File: config.mk
export PLATFORM = sky130hd
export DESIGN_NAME = bthw_power_ctrl
export DESIGN_NICKNAME = d
export VERILOG_FILES = /design/src/bthw_pkg.sv /design/src/bthw_sync.sv /design/src/bthw_timer.sv /design/src/bthw_power_ctrl.sv
export SDC_FILE = /design/constraint.sdc
export NUM_CORES = 1
export LEC_CHECK = 0
export BUFFER_PORTS_ARGS = -buffer_cell sky130_fd_sc_hd__buf_4
export CORE_UTILIZATION = 36
export DETAILED_ROUTE_END_ITERATION = 12
export MAX_ROUTING_LAYER = met4
export PLACE_DENSITY = 0.63
export SLEW_MARGIN = 20
export SYNTH_ARGS = -nofsm -noshare
export SYNTH_HDL_FRONTEND = slang
export SYNTH_SLANG_ARGS = --single-unit
File: constraint.sdc
create_clock -name clk -period 1.8 [get_ports clk]
set_input_delay 0.09 -clock clk [delete_from_list [all_inputs] [get_ports clk]]
set_output_delay 0.09 -clock clk [all_outputs]
set_load 0.05 [all_outputs]
File: src/bthw_pkg.sv
// Shared constants and types for the wake handshake and power control block.
package bthw_pkg;
   localparam int unsigned CLK_HZ          = 10_000_000;
   localparam int unsigned IO_SETTLE_NS    = 2000;
   localparam int unsigned IO_SETTLE_CYC   = (IO_SETTLE_NS * (CLK_HZ / 1_000_000) + 999) / 1000;
   localparam int unsigned INIT_CYC        = 64;
   localparam int unsigned CLKREQ_DLY_CYC  = 8;
   localparam int unsigned SLEEP_IDLE_CYC  = 32;
   localparam int unsigned CNT_W           = 16;
   localparam logic [1:0]  MODE_ACTIVE     = 2'h0;
   localparam logic [1:0]  MODE_SNIFF      = 2'h1;
   localparam logic [1:0]  MODE_HOLD       = 2'h2;
   localparam logic [1:0]  MODE_PARK       = 2'h3;
   localparam logic [3:0]  RF_ALL_DOWN     = 4'hF;

   typedef enum logic [5:0] {
      ST_RESET    = 6'h01,
      ST_SETTLE   = 6'h02,
      ST_INIT     = 6'h04,
      ST_AWAKE    = 6'h08,
      ST_SLEEP    = 6'h10,
      ST_SHUTDOWN = 6'h20
   } bthw_state_e;
endpackage : bthw_pkg

File: src/bthw_sync.sv
// Three-stage input synchroniser with agreement filter on the last two stages.
`timescale 1ns/1ps
module bthw_sync
   import bthw_pkg::*;
#(
   parameter logic RESET_VAL = 1'b0
)(
   input  wire logic clk,
   input  wire logic rst_b,
   input  wire logic asyncIn,
   output logic      syncOut
);
   typedef struct packed {
      logic s1;
      logic s2;
      logic s3;
      logic q;
   } bthw_sync_s;

   bthw_sync_s st;
   bthw_sync_s next_st;

   always_comb
   begin
      next_st    = st;
      next_st.s1 = asyncIn;
      next_st.s2 = st.s1;
      next_st.s3 = st.s2;
      // The first stage feeds only the second; a change counts once stages two and three agree.
      if (st.s2 == st.s3)
      begin
         next_st.q = st.s3;
      end
   end

   always_ff @(posedge clk or negedge rst_b)
   begin
      if (!rst_b)
      begin
         st <= '{s1: RESET_VAL, s2: RESET_VAL, s3: RESET_VAL, q: RESET_VAL};
      end
      else
      begin
         st <= next_st;
      end
   end

   assign syncOut = st.q;
endmodule : bthw_sync

File: src/bthw_timer.sv
// Loadable down-counter used for settle, init and low-power wake periods.
`timescale 1ns/1ps
module bthw_timer
   import bthw_pkg::*;
#(
   parameter int unsigned WIDTH = CNT_W
)(
   input  wire logic             clk,
   input  wire logic             rst_b,
   input  wire logic             load,
   input  wire logic [WIDTH-1:0] loadVal,
   output logic                  expired
);
   typedef struct packed {
      logic [WIDTH-1:0] cnt;
      logic             done;
   } bthw_timer_s;

   bthw_timer_s st;
   bthw_timer_s next_st;

   always_comb
   begin
      next_st = st;
      if (load)
      begin
         next_st.cnt  = loadVal;
         next_st.done = 1'b0;
      end
      else if (st.cnt != '0)
      begin
         next_st.cnt = st.cnt - 1'b1;
      end
      else
      begin
         next_st.done = 1'b1;
      end
   end

   always_ff @(posedge clk or negedge rst_b)
   begin
      if (!rst_b)
      begin
         st <= '{cnt: '0, done: 1'b0};
      end
      else
      begin
         st <= next_st;
      end
   end

   assign expired = st.done & ~load;
endmodule : bthw_timer

File: src/bthw_power_ctrl.sv
// Wake handshake, startup signalling and RF power-down control for the baseband core.
//
// Overview of operation
// - Wake handshake only with UART and enabled
// - Wake request asserted keeps device awake
// - Sleep only after criteria met, request off
// - Assert host wake when device needs host
// - Wake signal polarities selectable by software
// - Ready low only after init and clear
// - Clock request rises after power enable
// - Power actions from software or packets
// - Separate TX, RX, PLL, PA power-downs
// - RF sections enabled only while needed
// - Low-power modes use slow clock, timed wake
// - Shutdown tristates outputs, gates inputs
// - Reset held while power enable low
`timescale 1ns/1ps
module bthw_power_ctrl
   import bthw_pkg::*;
#(
   parameter int unsigned SETTLE_CYC = IO_SETTLE_CYC,
   parameter int unsigned INIT_CYCLES = INIT_CYC,
   parameter int unsigned CLKREQ_CYC = CLKREQ_DLY_CYC,
   parameter int unsigned IDLE_CYC = SLEEP_IDLE_CYC,
   parameter int unsigned LP_WAKE_CYC = 4000
)(
   input  wire logic             clk,
   input  wire logic             rst_b,
   input  wire logic             radioPowerEnable,
   input  wire logic             deviceWakeRequest,
   input  wire logic             linkClearInN,
   input  wire logic             uartTransport,
   input  wire logic             wakeHandshakeEn,
   input  wire logic             devWakeActiveHigh,
   input  wire logic             hostWakeActiveHigh,
   input  wire logic             extRefClock,
   input  wire logic             refClockSettled,
   input  wire logic             swShutdown,
   input  wire logic             swSleepAllowed,
   input  wire logic [1:0]       swLowPowerMode,
   input  wire logic             pktLowPowerReq,
   input  wire logic [1:0]       pktLowPowerMode,
   input  wire logic             hostAttnNeeded,
   input  wire logic             pktTxActive,
   input  wire logic             pktRxActive,
   input  wire logic             pktPaActive,
   output logic                  hostWakeRequest,
   output logic                  hostWakeOe,
   output logic                  linkReadyOutN,
   output logic                  linkReadyOe,
   output logic                  refclkRequest,
   output logic                  refclkRequestOe,
   output logic                  txPowerDown,
   output logic                  rxPowerDown,
   output logic                  pllPowerDown,
   output logic                  paPowerDown,
   output logic                  lowPowerClkSel,
   output logic                  coreAwake,
   output logic [1:0]            lowPowerMode
);
   typedef struct packed {
      bthw_state_e state;
      logic        porHeld;
      logic        hostWake;
      logic        readyN;
      logic        oe;
      logic        clkReq;
      logic [CNT_W-1:0] clkReqCnt;
      logic [CNT_W-1:0] idleCnt;
      logic [3:0]  rfDown;
      logic        lpClk;
      logic        awake;
      logic [1:0]  mode;
      logic        timerLoad;
      logic [CNT_W-1:0] timerVal;
   } bthw_ctrl_s;

   bthw_ctrl_s st;
   bthw_ctrl_s next_st;

   logic devWakeSync;
   logic clearSync;
   logic powerSync;
   logic timerExpired;

   // Every pin from the host side is filtered before the state machine sees it.
   bthw_sync #(.RESET_VAL(1'b0)) uDevWake
   (
      .clk     (clk),
      .rst_b   (rst_b),
      .asyncIn (deviceWakeRequest),
      .syncOut (devWakeSync)
   );

   bthw_sync #(.RESET_VAL(1'b1)) uClear
   (
      .clk     (clk),
      .rst_b   (rst_b),
      .asyncIn (linkClearInN),
      .syncOut (clearSync)
   );

   bthw_sync #(.RESET_VAL(1'b0)) uPower
   (
      .clk     (clk),
      .rst_b   (rst_b),
      .asyncIn (radioPowerEnable),
      .syncOut (powerSync)
   );

   bthw_timer #(.WIDTH(CNT_W)) uTimer
   (
      .clk     (clk),
      .rst_b   (rst_b),
      .load    (st.timerLoad),
      .loadVal (st.timerVal),
      .expired (timerExpired)
   );

   function automatic logic wake_asserted(input logic level, input logic activeHigh);
      wake_asserted = activeHigh ? level : ~level;
   endfunction : wake_asserted

   logic handshakeOn;
   logic wakeReq;
   logic lowPowerReq;
   logic [1:0] reqMode;

   always_comb
   begin
      handshakeOn = uartTransport & wakeHandshakeEn;
      wakeReq     = handshakeOn & wake_asserted(devWakeSync, devWakeActiveHigh);
      lowPowerReq = swSleepAllowed | pktLowPowerReq;
      reqMode     = pktLowPowerReq ? pktLowPowerMode : swLowPowerMode;
   end

   always_comb
   begin
      next_st           = st;
      next_st.timerLoad = 1'b0;
      next_st.timerVal  = st.timerVal;

      // Clock request follows power enable after a fixed delay, only with a host clock.
      if (!powerSync || !extRefClock)
      begin
         next_st.clkReqCnt = '0;
         next_st.clkReq    = 1'b0;
      end
      else if (st.clkReqCnt < CNT_W'(CLKREQ_CYC))
      begin
         next_st.clkReqCnt = st.clkReqCnt + 1'b1;
      end
      else
      begin
         next_st.clkReq = 1'b1;
      end

      unique case (st.state)
         ST_RESET:
         begin
            next_st.readyN = 1'b1;
            if (powerSync && refClockSettled)
            begin
               next_st.porHeld   = 1'b0;
               next_st.state     = ST_SETTLE;
               next_st.timerLoad = 1'b1;
               next_st.timerVal  = CNT_W'(SETTLE_CYC);
            end
         end
         ST_SETTLE:
         begin
            if (timerExpired)
            begin
               next_st.oe        = 1'b1;
               next_st.state     = ST_INIT;
               next_st.timerLoad = 1'b1;
               next_st.timerVal  = CNT_W'(INIT_CYCLES);
            end
         end
         ST_INIT:
         begin
            if (timerExpired)
            begin
               next_st.state = ST_AWAKE;
               next_st.awake = 1'b1;
            end
         end
         ST_AWAKE:
         begin
            next_st.readyN = clearSync;
            if (wakeReq || !lowPowerReq || reqMode == MODE_ACTIVE)
            begin
               next_st.idleCnt = '0;
            end
            else if (st.idleCnt < CNT_W'(IDLE_CYC))
            begin
               next_st.idleCnt = st.idleCnt + 1'b1;
            end
            else
            begin
               next_st.state     = ST_SLEEP;
               next_st.mode      = reqMode;
               next_st.lpClk     = 1'b1;
               next_st.awake     = 1'b0;
               next_st.readyN    = 1'b1;
               next_st.timerLoad = 1'b1;
               next_st.timerVal  = CNT_W'(LP_WAKE_CYC);
            end
         end
         ST_SLEEP:
         begin
            if (wakeReq || timerExpired)
            begin
               next_st.state   = ST_AWAKE;
               next_st.mode    = MODE_ACTIVE;
               next_st.lpClk   = 1'b0;
               next_st.awake   = 1'b1;
               next_st.idleCnt = '0;
            end
         end
         ST_SHUTDOWN:
         begin
            if (!swShutdown)
            begin
               next_st.state   = ST_RESET;
               next_st.porHeld = 1'b1;
            end
         end
      endcase

      // Host attention is raised when the core has something for the host, the handshake is on and the block is not shut down.
      next_st.hostWake = handshakeOn & hostAttnNeeded & (st.state != ST_SHUTDOWN);

      if (swShutdown && st.state != ST_SHUTDOWN)
      begin
         next_st.state   = ST_SHUTDOWN;
         next_st.oe      = 1'b0;
         next_st.awake   = 1'b0;
         next_st.lpClk   = 1'b0;
         next_st.mode    = MODE_ACTIVE;
         next_st.readyN  = 1'b1;
      end

      // Losing power enable forces the whole block back into reset, whatever the state.
      if (!powerSync)
      begin
         next_st.state   = ST_RESET;
         next_st.porHeld = 1'b1;
         next_st.oe      = 1'b0;
         next_st.awake   = 1'b0;
         next_st.lpClk   = 1'b0;
         next_st.mode    = MODE_ACTIVE;
         next_st.readyN  = 1'b1;
         next_st.idleCnt = '0;
      end

      // Judged on the next state, so the sections drop in the same cycle as the awake flag.
      if (next_st.state == ST_AWAKE)
      begin
         next_st.rfDown[0] = ~pktTxActive;
         next_st.rfDown[1] = ~pktRxActive;
         next_st.rfDown[2] = ~(pktTxActive | pktRxActive);
         next_st.rfDown[3] = ~(pktTxActive & pktPaActive);
      end
      else
      begin
         next_st.rfDown = RF_ALL_DOWN;
      end
   end

   always_ff @(posedge clk or negedge rst_b)
   begin
      if (!rst_b)
      begin
         st.state     <= ST_RESET;
         st.porHeld   <= 1'b1;
         st.hostWake  <= 1'b0;
         st.readyN    <= 1'b1;
         st.oe        <= 1'b0;
         st.clkReq    <= 1'b0;
         st.clkReqCnt <= '0;
         st.idleCnt   <= '0;
         st.rfDown    <= RF_ALL_DOWN;
         st.lpClk     <= 1'b0;
         st.awake     <= 1'b0;
         st.mode      <= MODE_ACTIVE;
         st.timerLoad <= 1'b0;
         st.timerVal  <= '0;
      end
      else
      begin
         st <= next_st;
      end
   end

   // Polarity is applied at the pin so a polarity change never glitches the state machine.
   always_ff @(posedge clk or negedge rst_b)
   begin
      if (!rst_b)
      begin
         hostWakeRequest <= 1'b0;
         hostWakeOe      <= 1'b0;
         linkReadyOutN   <= 1'b1;
         linkReadyOe     <= 1'b0;
         refclkRequest   <= 1'b0;
         refclkRequestOe <= 1'b0;
         txPowerDown     <= 1'b1;
         rxPowerDown     <= 1'b1;
         pllPowerDown    <= 1'b1;
         paPowerDown     <= 1'b1;
         lowPowerClkSel  <= 1'b0;
         coreAwake       <= 1'b0;
         lowPowerMode    <= MODE_ACTIVE;
      end
      else
      begin
         hostWakeRequest <= hostWakeActiveHigh ? st.hostWake : ~st.hostWake;
         hostWakeOe      <= st.oe & handshakeOn;
         linkReadyOutN   <= st.readyN;
         linkReadyOe     <= st.oe;
         refclkRequest   <= st.clkReq;
         refclkRequestOe <= extRefClock & (st.state != ST_SHUTDOWN);
         txPowerDown     <= st.rfDown[0];
         rxPowerDown     <= st.rfDown[1];
         pllPowerDown    <= st.rfDown[2];
         paPowerDown     <= st.rfDown[3];
         lowPowerClkSel  <= st.lpClk;
         coreAwake       <= st.awake;
         lowPowerMode    <= st.mode;
      end
   end
endmodule : bthw_power_ctrl

==> impl_results.rst, run 1 <==
.. list-table::
   :header-rows: 1

   * - Metric
     - Value
   * - Accumulated negative setup slack
     - -3.90 ns
   * - R2r setup slk
     - -0.26 ns
   * - Yosys warning count
     - 0
   * - Top-Level Pins
     - 36
   * - Worst Setup Path Type
     - flip-flop to flip-flop
   * - Share of Yosys cell area claimed by the top area cell type
     - 50.0%
   * - Final setup margin
     - -0.263 ns
   * - Pin count of the biggest net entering global routing
     - 49
   * - Worst IR drop on VDD
     - 0.659 mV
   * - CP startpoint kind
     - flip-flop
   * - Residual DRC
     - 0
   * - Power per unit of standard cell area
     - 986 mW/mm²
   * - HP Class
     - primary input to flip-flop
   * - Maximum clock rate
     - 485 MHz
   * - Final setup violating endpoints
     - 35
   * - Post-route core utilization
     - 52.9%
   * - Via count
     - 3125
   * - Placed Instance Area
     - 0.00494 mm²
   * - Detailed-placement wirelength estimate
     - 5740 µm
   * - Async set or reset register ratio after synthesis
     - 100%
   * - Die Y-Extent
     - 109 µm
   * - Data required time at the worst endpoint
     - 2.07 ns
   * - Total grt overflow
     - 0
   * - Detailed-route wire length
     - 8780 µm
   * - Violated checks
     - negative setup slack
   * - Die span in x
     - 109 µm
   * - CP endpoint kind
     - flip-flop
   * - Clock-pin transition on the worst setup and hold timing paths
     - 0.06 ns
   * - Slew Limit Fails
     - 0
   * - Run status
     - finished with violations
   * - Detailed-route wire length per cell
     - 14.1 µm
   * - Floorplan die area
     - 0.0118 mm²
   * - Layout Cells excl Fill
     - 623
   * - Residual antenna-violating net count after detailed routing
     - 0
   * - Number of synthesized register bits
     - 97
   * - Proportion of synthesized chip area in sequential cells
     - 59.6%
   * - Worst r2r src
     - st[66]
   * - Worst-skew pair later-pin latency
     - 0.34 ns
   * - Average footprint of a synthesized cell
     - 11.3 µm²
   * - Number of buffers created by CTS
     - 9
   * - Starting density of the core
     - 37.4%
   * - Number of nets in the layout
     - 503
   * - Post-synthesis net count
     - 389
   * - Gate count of the mapped netlist
     - 364
   * - End point of the worst hold path
     - st[60]
   * - Count of input and output buffers
     - 35
   * - Number of sinks on the clock net
     - 97
   * - RSZ-0062 raised after global routing
     - true
   * - Total number of H-tree levels
     - 3
   * - Total of max-cap violations
     - 0
   * - Number of cell instances on the worst register-to-register path
     - 7
   * - Post-layout minimum cycle time
     - 2.06 ns
   * - Placeable core region
     - 0.0110 mm²
   * - Most numerous cell in the Yosys netlist
     - dfrtp_1
   * - Wire length of the first global-routing pass
     - 14400 µm
   * - Post-placement worst setup slack
     - -0.292 ns
   * - Worst Hold Launch
     - hostAttnNeeded
   * - TritonCTS clock tree
     - built
   * - Pre-Repair DR Iteration Count
     - 4
   * - Maximum clock path buffer count
     - 2
   * - Relative slew slack
     - 65.4%
   * - Most used DFF post-synth
     - dfrtp_1
   * - Initial drt markers
     - 122
   * - Gpl congestion
     - 0.885
   * - Floorplan row count
     - 38
   * - Vias per inst
     - 5.02
   * - Area growth from synthesis to layout
     - 41.5%
   * - Count of inserted antenna diode cells
     - 0
   * - Data arrival at the endpoint of the critical path
     - 2.34 ns
   * - Cells taking the most area after synthesis
     - dfrtp_1 (50%), dfstp_2 (9.6%), nor2_1 (3.1%), and3_1 (2.6%), nand2_1 (2.1%)
   * - Global routing usage summed across all routing layers
     - 16.4%
   * - Cell type with the largest total area after synthesis
     - dfrtp_1
   * - Number of placed cells counting well taps
     - 583
   * - Worst hold margin
     - 0.0164 ns
   * - Period utilization
     - 115%
   * - Root cell of the clock tree
     - clkbuf_16
   * - Sum of internal, switching and leakage power
     - 5.73 mW
   * - Mapped cell area
     - 0.00410 mm²
   * - Leakage power of the design
     - 2.69 nW
   * - Layout cell share with drive strength beyond 1
     - 42.4%
   * - Netlist cell types
     - 61
   * - Number of antenna violations at the first check in global routing
     - 0
   * - Vias in the first global route
     - 3097
   * - Worst reg2reg path endpoint
     - st[34]
   * - Slew at the pin closest to its max-slew limit
     - 0.514 ns
   * - Number of synthesized flops with an enable pin
     - 0
   * - Crit Path Max Fanout
     - 6
   * - Final Hold Violating Endpoints
     - 0
   * - Worst hold path depth
     - 2
   * - Layout Cell Area excl Fill
     - 0.00581 mm²
   * - Final worst clock skew
     - 0.00683 ns
   * - Ranking of synthesized cells by instance count
     - dfrtp_1 (82), nor2_1 (34), nand2_1 (23)
-- layer usage --
layer  track usage, %  vias up  wire, µm
li1                 -     1520         -
met1             19.6     1565      3840
met2             26.5       26      4550
met3             4.18       14       210
met4             6.76        0       174
met5                -        -         0
-- cell type report --
cell class	instances	area, µm²
Fill cell	945	5180
Sequential cell	97	2450
Multi-Input combinational cell	245	1880
Timing Repair Buffer	114	967
Clock buffer	11	233
Tap cell	140	175
Clock inverter	5	56.3
Inverter	11	41.3
-- timing repair --
action | in CTS | in global routing
endpoints found under the setup margin | 32 | 47
gates cloned | 0 | 0
buffers inserted | 12 | 6
hold buffers | 11 | 0
resized for setup | 28 | 59
pin swaps | 13 | 21
hold endpoints to repair | 67 | 0
-- power by group --
group          internal [mW]  switching (mW)
Sequential              2.39           0.180
Clock                   1.07           0.772
Combinational          0.679           0.627
-- how the worst max path moves through the flow --
stage | start | endpoint | depth (start not counted)
final | st[66] | st[34] | 7
after floorplan | uTimer.st[11] | uTimer.st[6] | 7
after detailed placement | st[66] | st[23] | 8
after global routing | st[66] | st[35] | 8
after CTS | st[62] | st[23] | 8
after global placement | st[66] | st[23] | 8
-- registers in the layout, summed over array words and instances, names as in the netlist, 2 cells and up --
signal            count
st                   54
uTimer.st            17
lowPowerMode          2
uClear.next_st        2
uDevWake.next_st      2
uPower.next_st        2
-- cell usage in the layout (no fill, tap or decap), types with 4 or more instances in the layout --
| master | instances |
|---|---|
| inv_1 | 11 |
| and2_1 | 4 |
| buf_4 | 83 |
| o21a_1 | 7 |
| nor4_1 | 5 |
| nor4_2 | 4 |
| nand4_1 | 4 |
| a21oi_2 | 4 |
| dfstp_2 | 15 |
| nand3b_1 | 4 |
| dlygate4sd3_1 | 11 |
| nand2_2 | 5 |
| dfrtp_2 | 4 |
| clkbuf_16 | 9 |
| buf_6 | 19 |
| and3_1 | 16 |
| o21ai_0 | 9 |
| dfrtp_1 | 78 |
| nor2_1 | 28 |
| xor2_1 | 7 |
| nor2_2 | 4 |
| nand2b_1 | 4 |
| nand2_1 | 18 |
| xnor2_1 | 5 |
| nor3_1 | 7 |
| nand3_1 | 10 |
| a21oi_1 | 10 |
-- critical path: stages, from the launching register on --
cell	delay, ns
dfrtp_2	0.44
nor4_4	0.29
nand3b_1	0.18
a2bb2oi_2	0.23
o22ai_2	0.10
buf_6	0.14
or4b_4	0.49
a21oi_2	0.13
-- cells by family after synthesis --
kind of cell             after synthesis  synth area share (%)
flip-flops                            97                  59.6
adder cells (fa/ha/maj)                6                  1.65
buffers and inverters                 22                  2.20
multiplexers                           5                  1.28
XOR/XNOR                              14                  2.99
AND/OR/NAND/NOR                      153                  21.3
AO/OA/AOI/OAI                         67                  11.0
Power figures use the tool's default switching activity.
==> run 2, diff against run 1 <==
- BUFFER_PORTS_ARGS: -buffer_cell sky130_fd_sc_hd__buf_4 -> unset
- DONT_BUFFER_PORTS: unset -> 1
- PLACE_DENSITY: 0.63 -> 0.6
- SETUP_SLACK_MARGIN: unset -> 0.1
==> run 2 against run 1 <==
Compared with the run above:
- combinational power is 8% higher
- utilization is 0.22 points higher
- maximum frequency is 3.2% lower
- sequential share of layout area is 0.17 points lower
- largest cell class unchanged
- die area stayed put
- the run ends with negative hold slack, negative setup slack left
- via count is 1.6% lower
- clock power is 23% higher
- highest routed layer unchanged
- register-to-register slack worse by 0.07 ns
- non-clock buffer count is 21 lower
==> impl_results.rst, run 2 (synthesis results as in run 1) <==
.. list-table::
   :header-rows: 1

   * - Metric
     - Value
   * - Run status
     - finished with violations (unchanged)
   * - Violated checks
     - negative hold slack, negative setup slack (was negative setup slack)
   * - TritonCTS clock tree
     - built (unchanged)
   * - Via count
     - 3074 (was 3125)
   * - Clock-pin transition on the worst setup and hold timing paths
     - 0.07 ns (was 0.06 ns)
   * - Starting density of the core
     - 37.4% (unchanged)
   * - Maximum clock path buffer count
     - 2 (unchanged)
   * - Detailed-route wire length
     - 9160 µm (was 8780 µm)
   * - Worst path cell trace
     - nor4_4 > nand3b_1 > buf_4 > a2bb2oi_4 > o22ai_2 > buf_6 > or4b_1 > a21oi_1 (was nor4_4 > nand3b_1 > a2bb2oi_2 > o22ai_2 > buf_6 > or4b_4 > a21oi_2)
   * - Combinational Power Share
     - 22.5% (was 22.8%)
   * - HP Class
     - primary input to async pin (was primary input to flip-flop)
   * - Residual DRC
     - 0 (unchanged)
   * - Bufs and invs on worst path
     - 2 (was 1)
   * - Wire length of the first global-routing pass
     - 14800 µm (was 14400 µm)
   * - Area growth from synthesis to layout
     - 42.1% (was 41.5%)
   * - CP startpoint kind
     - flip-flop (unchanged)
   * - Register with the most flip-flops
     - st (unchanged)
   * - Number of nets in the layout
     - 483 (was 503)
   * - Detailed-route wire length per cell
     - 15.2 µm (was 14.1 µm)
   * - RSZ-0062 raised after global routing
     - true (unchanged)
   * - Worst-skew pair later-pin latency
     - 0.35 ns (was 0.34 ns)
   * - Cell count along the critical path
     - 8 (was 7)
   * - Total of max-cap violations
     - 0 (unchanged)
   * - Die Y-Extent
     - 109 µm (unchanged)
   * - Slew at the pin closest to its max-slew limit
     - 0.500 ns (was 0.514 ns)
   * - Number of buffers created by CTS
     - 9 (unchanged)
   * - Data arrival at the endpoint of the critical path
     - 2.40 ns (was 2.34 ns)
   * - Max FFs per register
     - 54 (unchanged)
   * - Floorplan die area
     - 0.0118 mm² (unchanged)
   * - Layout cell share with drive strength beyond 1
     - 41.7% (was 42.4%)
   * - Maximum clock rate
     - 469 MHz (was 485 MHz)
   * - Count of input and output buffers
     - 0 (was 35)
   * - Critical Path Slowest Stage Cell
     - or4b_1 (was or4b_4)
   * - Pin count of the biggest net entering global routing
     - 98 (was 49)
   * - Pre-Repair DR Iteration Count
     - 4 (unchanged)
   * - Share of total power in the clock network
     - 36.1% (was 32.2%)
   * - Worst hold margin
     - -0.572 ns (was 0.0164 ns)
   * - Number of antenna violations at the first check in global routing
     - 0 (unchanged)
   * - Data required time at the worst endpoint
     - 2.07 ns (about the same)
   * - Number of cell instances on the worst register-to-register path
     - 8 (was 7)
   * - Leakage power of the design
     - 2.62 nW (was 2.69 nW)
   * - Worst IR drop on VDD
     - 0.636 mV (was 0.659 mV)
   * - Top layer reached by signal wires
     - met4 (unchanged)
   * - Total number of H-tree levels
     - 3 (unchanged)
   * - Placeable core region
     - 0.0110 mm² (unchanged)
   * - Cell Int Power
     - 4.64 mW (was 4.15 mW)
   * - Commonest non-fill, non-tap cell in the layout
     - dfrtp_1 (was buf_4)
   * - Slew Limit Fails
     - 0 (unchanged)
   * - CP endpoint kind
     - flip-flop (unchanged)
   * - Final setup margin
     - -0.331 ns (was -0.263 ns)
   * - Die span in x
     - 109 µm (unchanged)
   * - Worst Setup Path Type
     - flip-flop to flip-flop (unchanged)
   * - Detailed-placement wirelength estimate
     - 5510 µm (was 5740 µm)
   * - Post-placement worst setup slack
     - -0.308 ns (was -0.292 ns)
   * - Global routing usage summed across all routing layers
     - 17.0% (was 16.4%)
   * - Count of hold buffers inserted by post-cts repair
     - 18 (was 11)
   * - Routed met2 length
     - 4630 µm (was 4550 µm)
   * - Initial drt markers
     - 136 (was 122)
   * - WL met1
     - 4060 µm (was 3840 µm)
   * - Final setup violating endpoints
     - 41 (was 35)
   * - WL met3
     - 241 µm (was 210 µm)
   * - Net Sw Frac
     - 26.3% (was 27.6%)
   * - Number of placed cells counting well taps
     - 540 (was 583)
   * - Period utilization
     - 118% (was 115%)
   * - Top-Level Pins
     - 36 (unchanged)
   * - Final Hold Violating Endpoints
     - 97 (was 0)
   * - Root cell of the clock tree
     - clkbuf_16 (unchanged)
   * - Power per unit of standard cell area
     - 1080 mW/mm² (was 986 mW/mm²)
   * - Final worst clock skew
     - 0.0101 ns (was 0.00683 ns)
   * - Commonest non-fill, non-tap cells in the layout
     - dfrtp_1 (78), buf_4 (57), nor2_1 (29) (was buf_4 (83), dfrtp_1 (78), nor2_1 (28))
   * - Vias per inst
     - 5.10 (was 5.02)
   * - Largest registers
     - st: 54 flops, uTimer.st: 17 flops (unchanged)
   * - Number of sinks on the clock net
     - 97 (unchanged)
   * - Gpl congestion
     - 0.830 (was 0.885)
   * - Floorplan row count
     - 38 (unchanged)
   * - Vias in the first global route
     - 3165 (was 3097)
   * - Post-layout minimum cycle time
     - 2.13 ns (was 2.06 ns)
   * - Total grt overflow
     - 0 (unchanged)
   * - Residual antenna-violating net count after detailed routing
     - 0 (unchanged)
   * - Part of the power in registers
     - 41.4% (was 44.9%)
   * - Switching power summed over all nets
     - 1.66 mW (was 1.58 mW)
   * - Crit Path Max Fanout
     - 6 (unchanged)
   * - Count of inserted antenna diode cells
     - 0 (unchanged)
   * - Layout Cells excl Fill
     - 603 (was 623)
   * - Maximum cell stage delay along the critical path
     - 0.46 ns (was 0.49 ns)
   * - Relative slew slack
     - 66.3% (was 65.4%)
   * - Largest delay contributor family on the critical path
     - simple AND/OR/NAND/NOR gates (unchanged)
## run 2: worst paths after layout
check | from | endpoint | slack, ns
worst min-delay path | rst_b | uTimer.st[12] | -0.57
worst min register to register | uPower.next_st[2] | uPower.next_st[1] | 0.35
min in group clk | swShutdown | st[59] | 0.04
max in group asynchronous | rst_b | paPowerDown | 2.13
worst max register to register | st[67] | st[34] | -0.33
worst max-delay path | st[67] | st[34] | -0.33
## run 2: per-stage QoR
stage | instance area (µm²) | utilization (%) | power [mW] | hold slack [ns] | TNS (ns)
after global placement | 4620 | 42.1 | 3.54 | -0.202 | -2.69
after global routing | 5830 | 53.1 | 6.58 | -0.588 | -9.65
after floorplan | 4150 | - | 3.24 | -0.206 | -0.475
after detailed placement | 4620 | 42.1 | 3.58 | -0.203 | -3.70
after CTS | 5590 | 50.9 | 6.17 | -0.585 | -4.14
final | 5830 | 53.1 | 6.29 | -0.572 | -6.45
## run 2: power by group through the flow
stage / Clock [mW] / Sequential [mW] / Combinational, mW
3_3_place_gp: 0 / 2.61 / 0.933
3_5_place_dp: 0 / 2.62 / 0.962
5_1_grt: 2.41 / 2.64 / 1.53
6_report: 2.27 / 2.61 / 1.41
4_1_cts: 2.34 / 2.59 / 1.24
2_1_floorplan: 0 / 2.61 / 0.627
## run 2: area by class of cell
type / count / area, µm²
timing repair buffer: 93 / 820
multi-input combinational: 246 / 1980
inverter: 11 / 41.3
sequential: 97 / 2450
tap: 140 / 175
clock buffer: 12 / 267
fill: 936 / 5150
clock inverter: 4 / 97.6
## run 2: layer usage
layer  global-route usage, %  up-vias
met5                       -        -
met4                    7.53        0
met3                    4.54       18
met2                    27.4       28
met1                    19.9     1537
li1                        -     1491
## run 2: repair_timing
item                                   in CTS  in global routing
endpoints found under the hold margin     133                 97
setup endpoints to repair                  46                 51
gates cloned                                2                  0
pin swaps                                  37                 29
buffers inserted                           17                 14
gates resized for setup                    70                 28
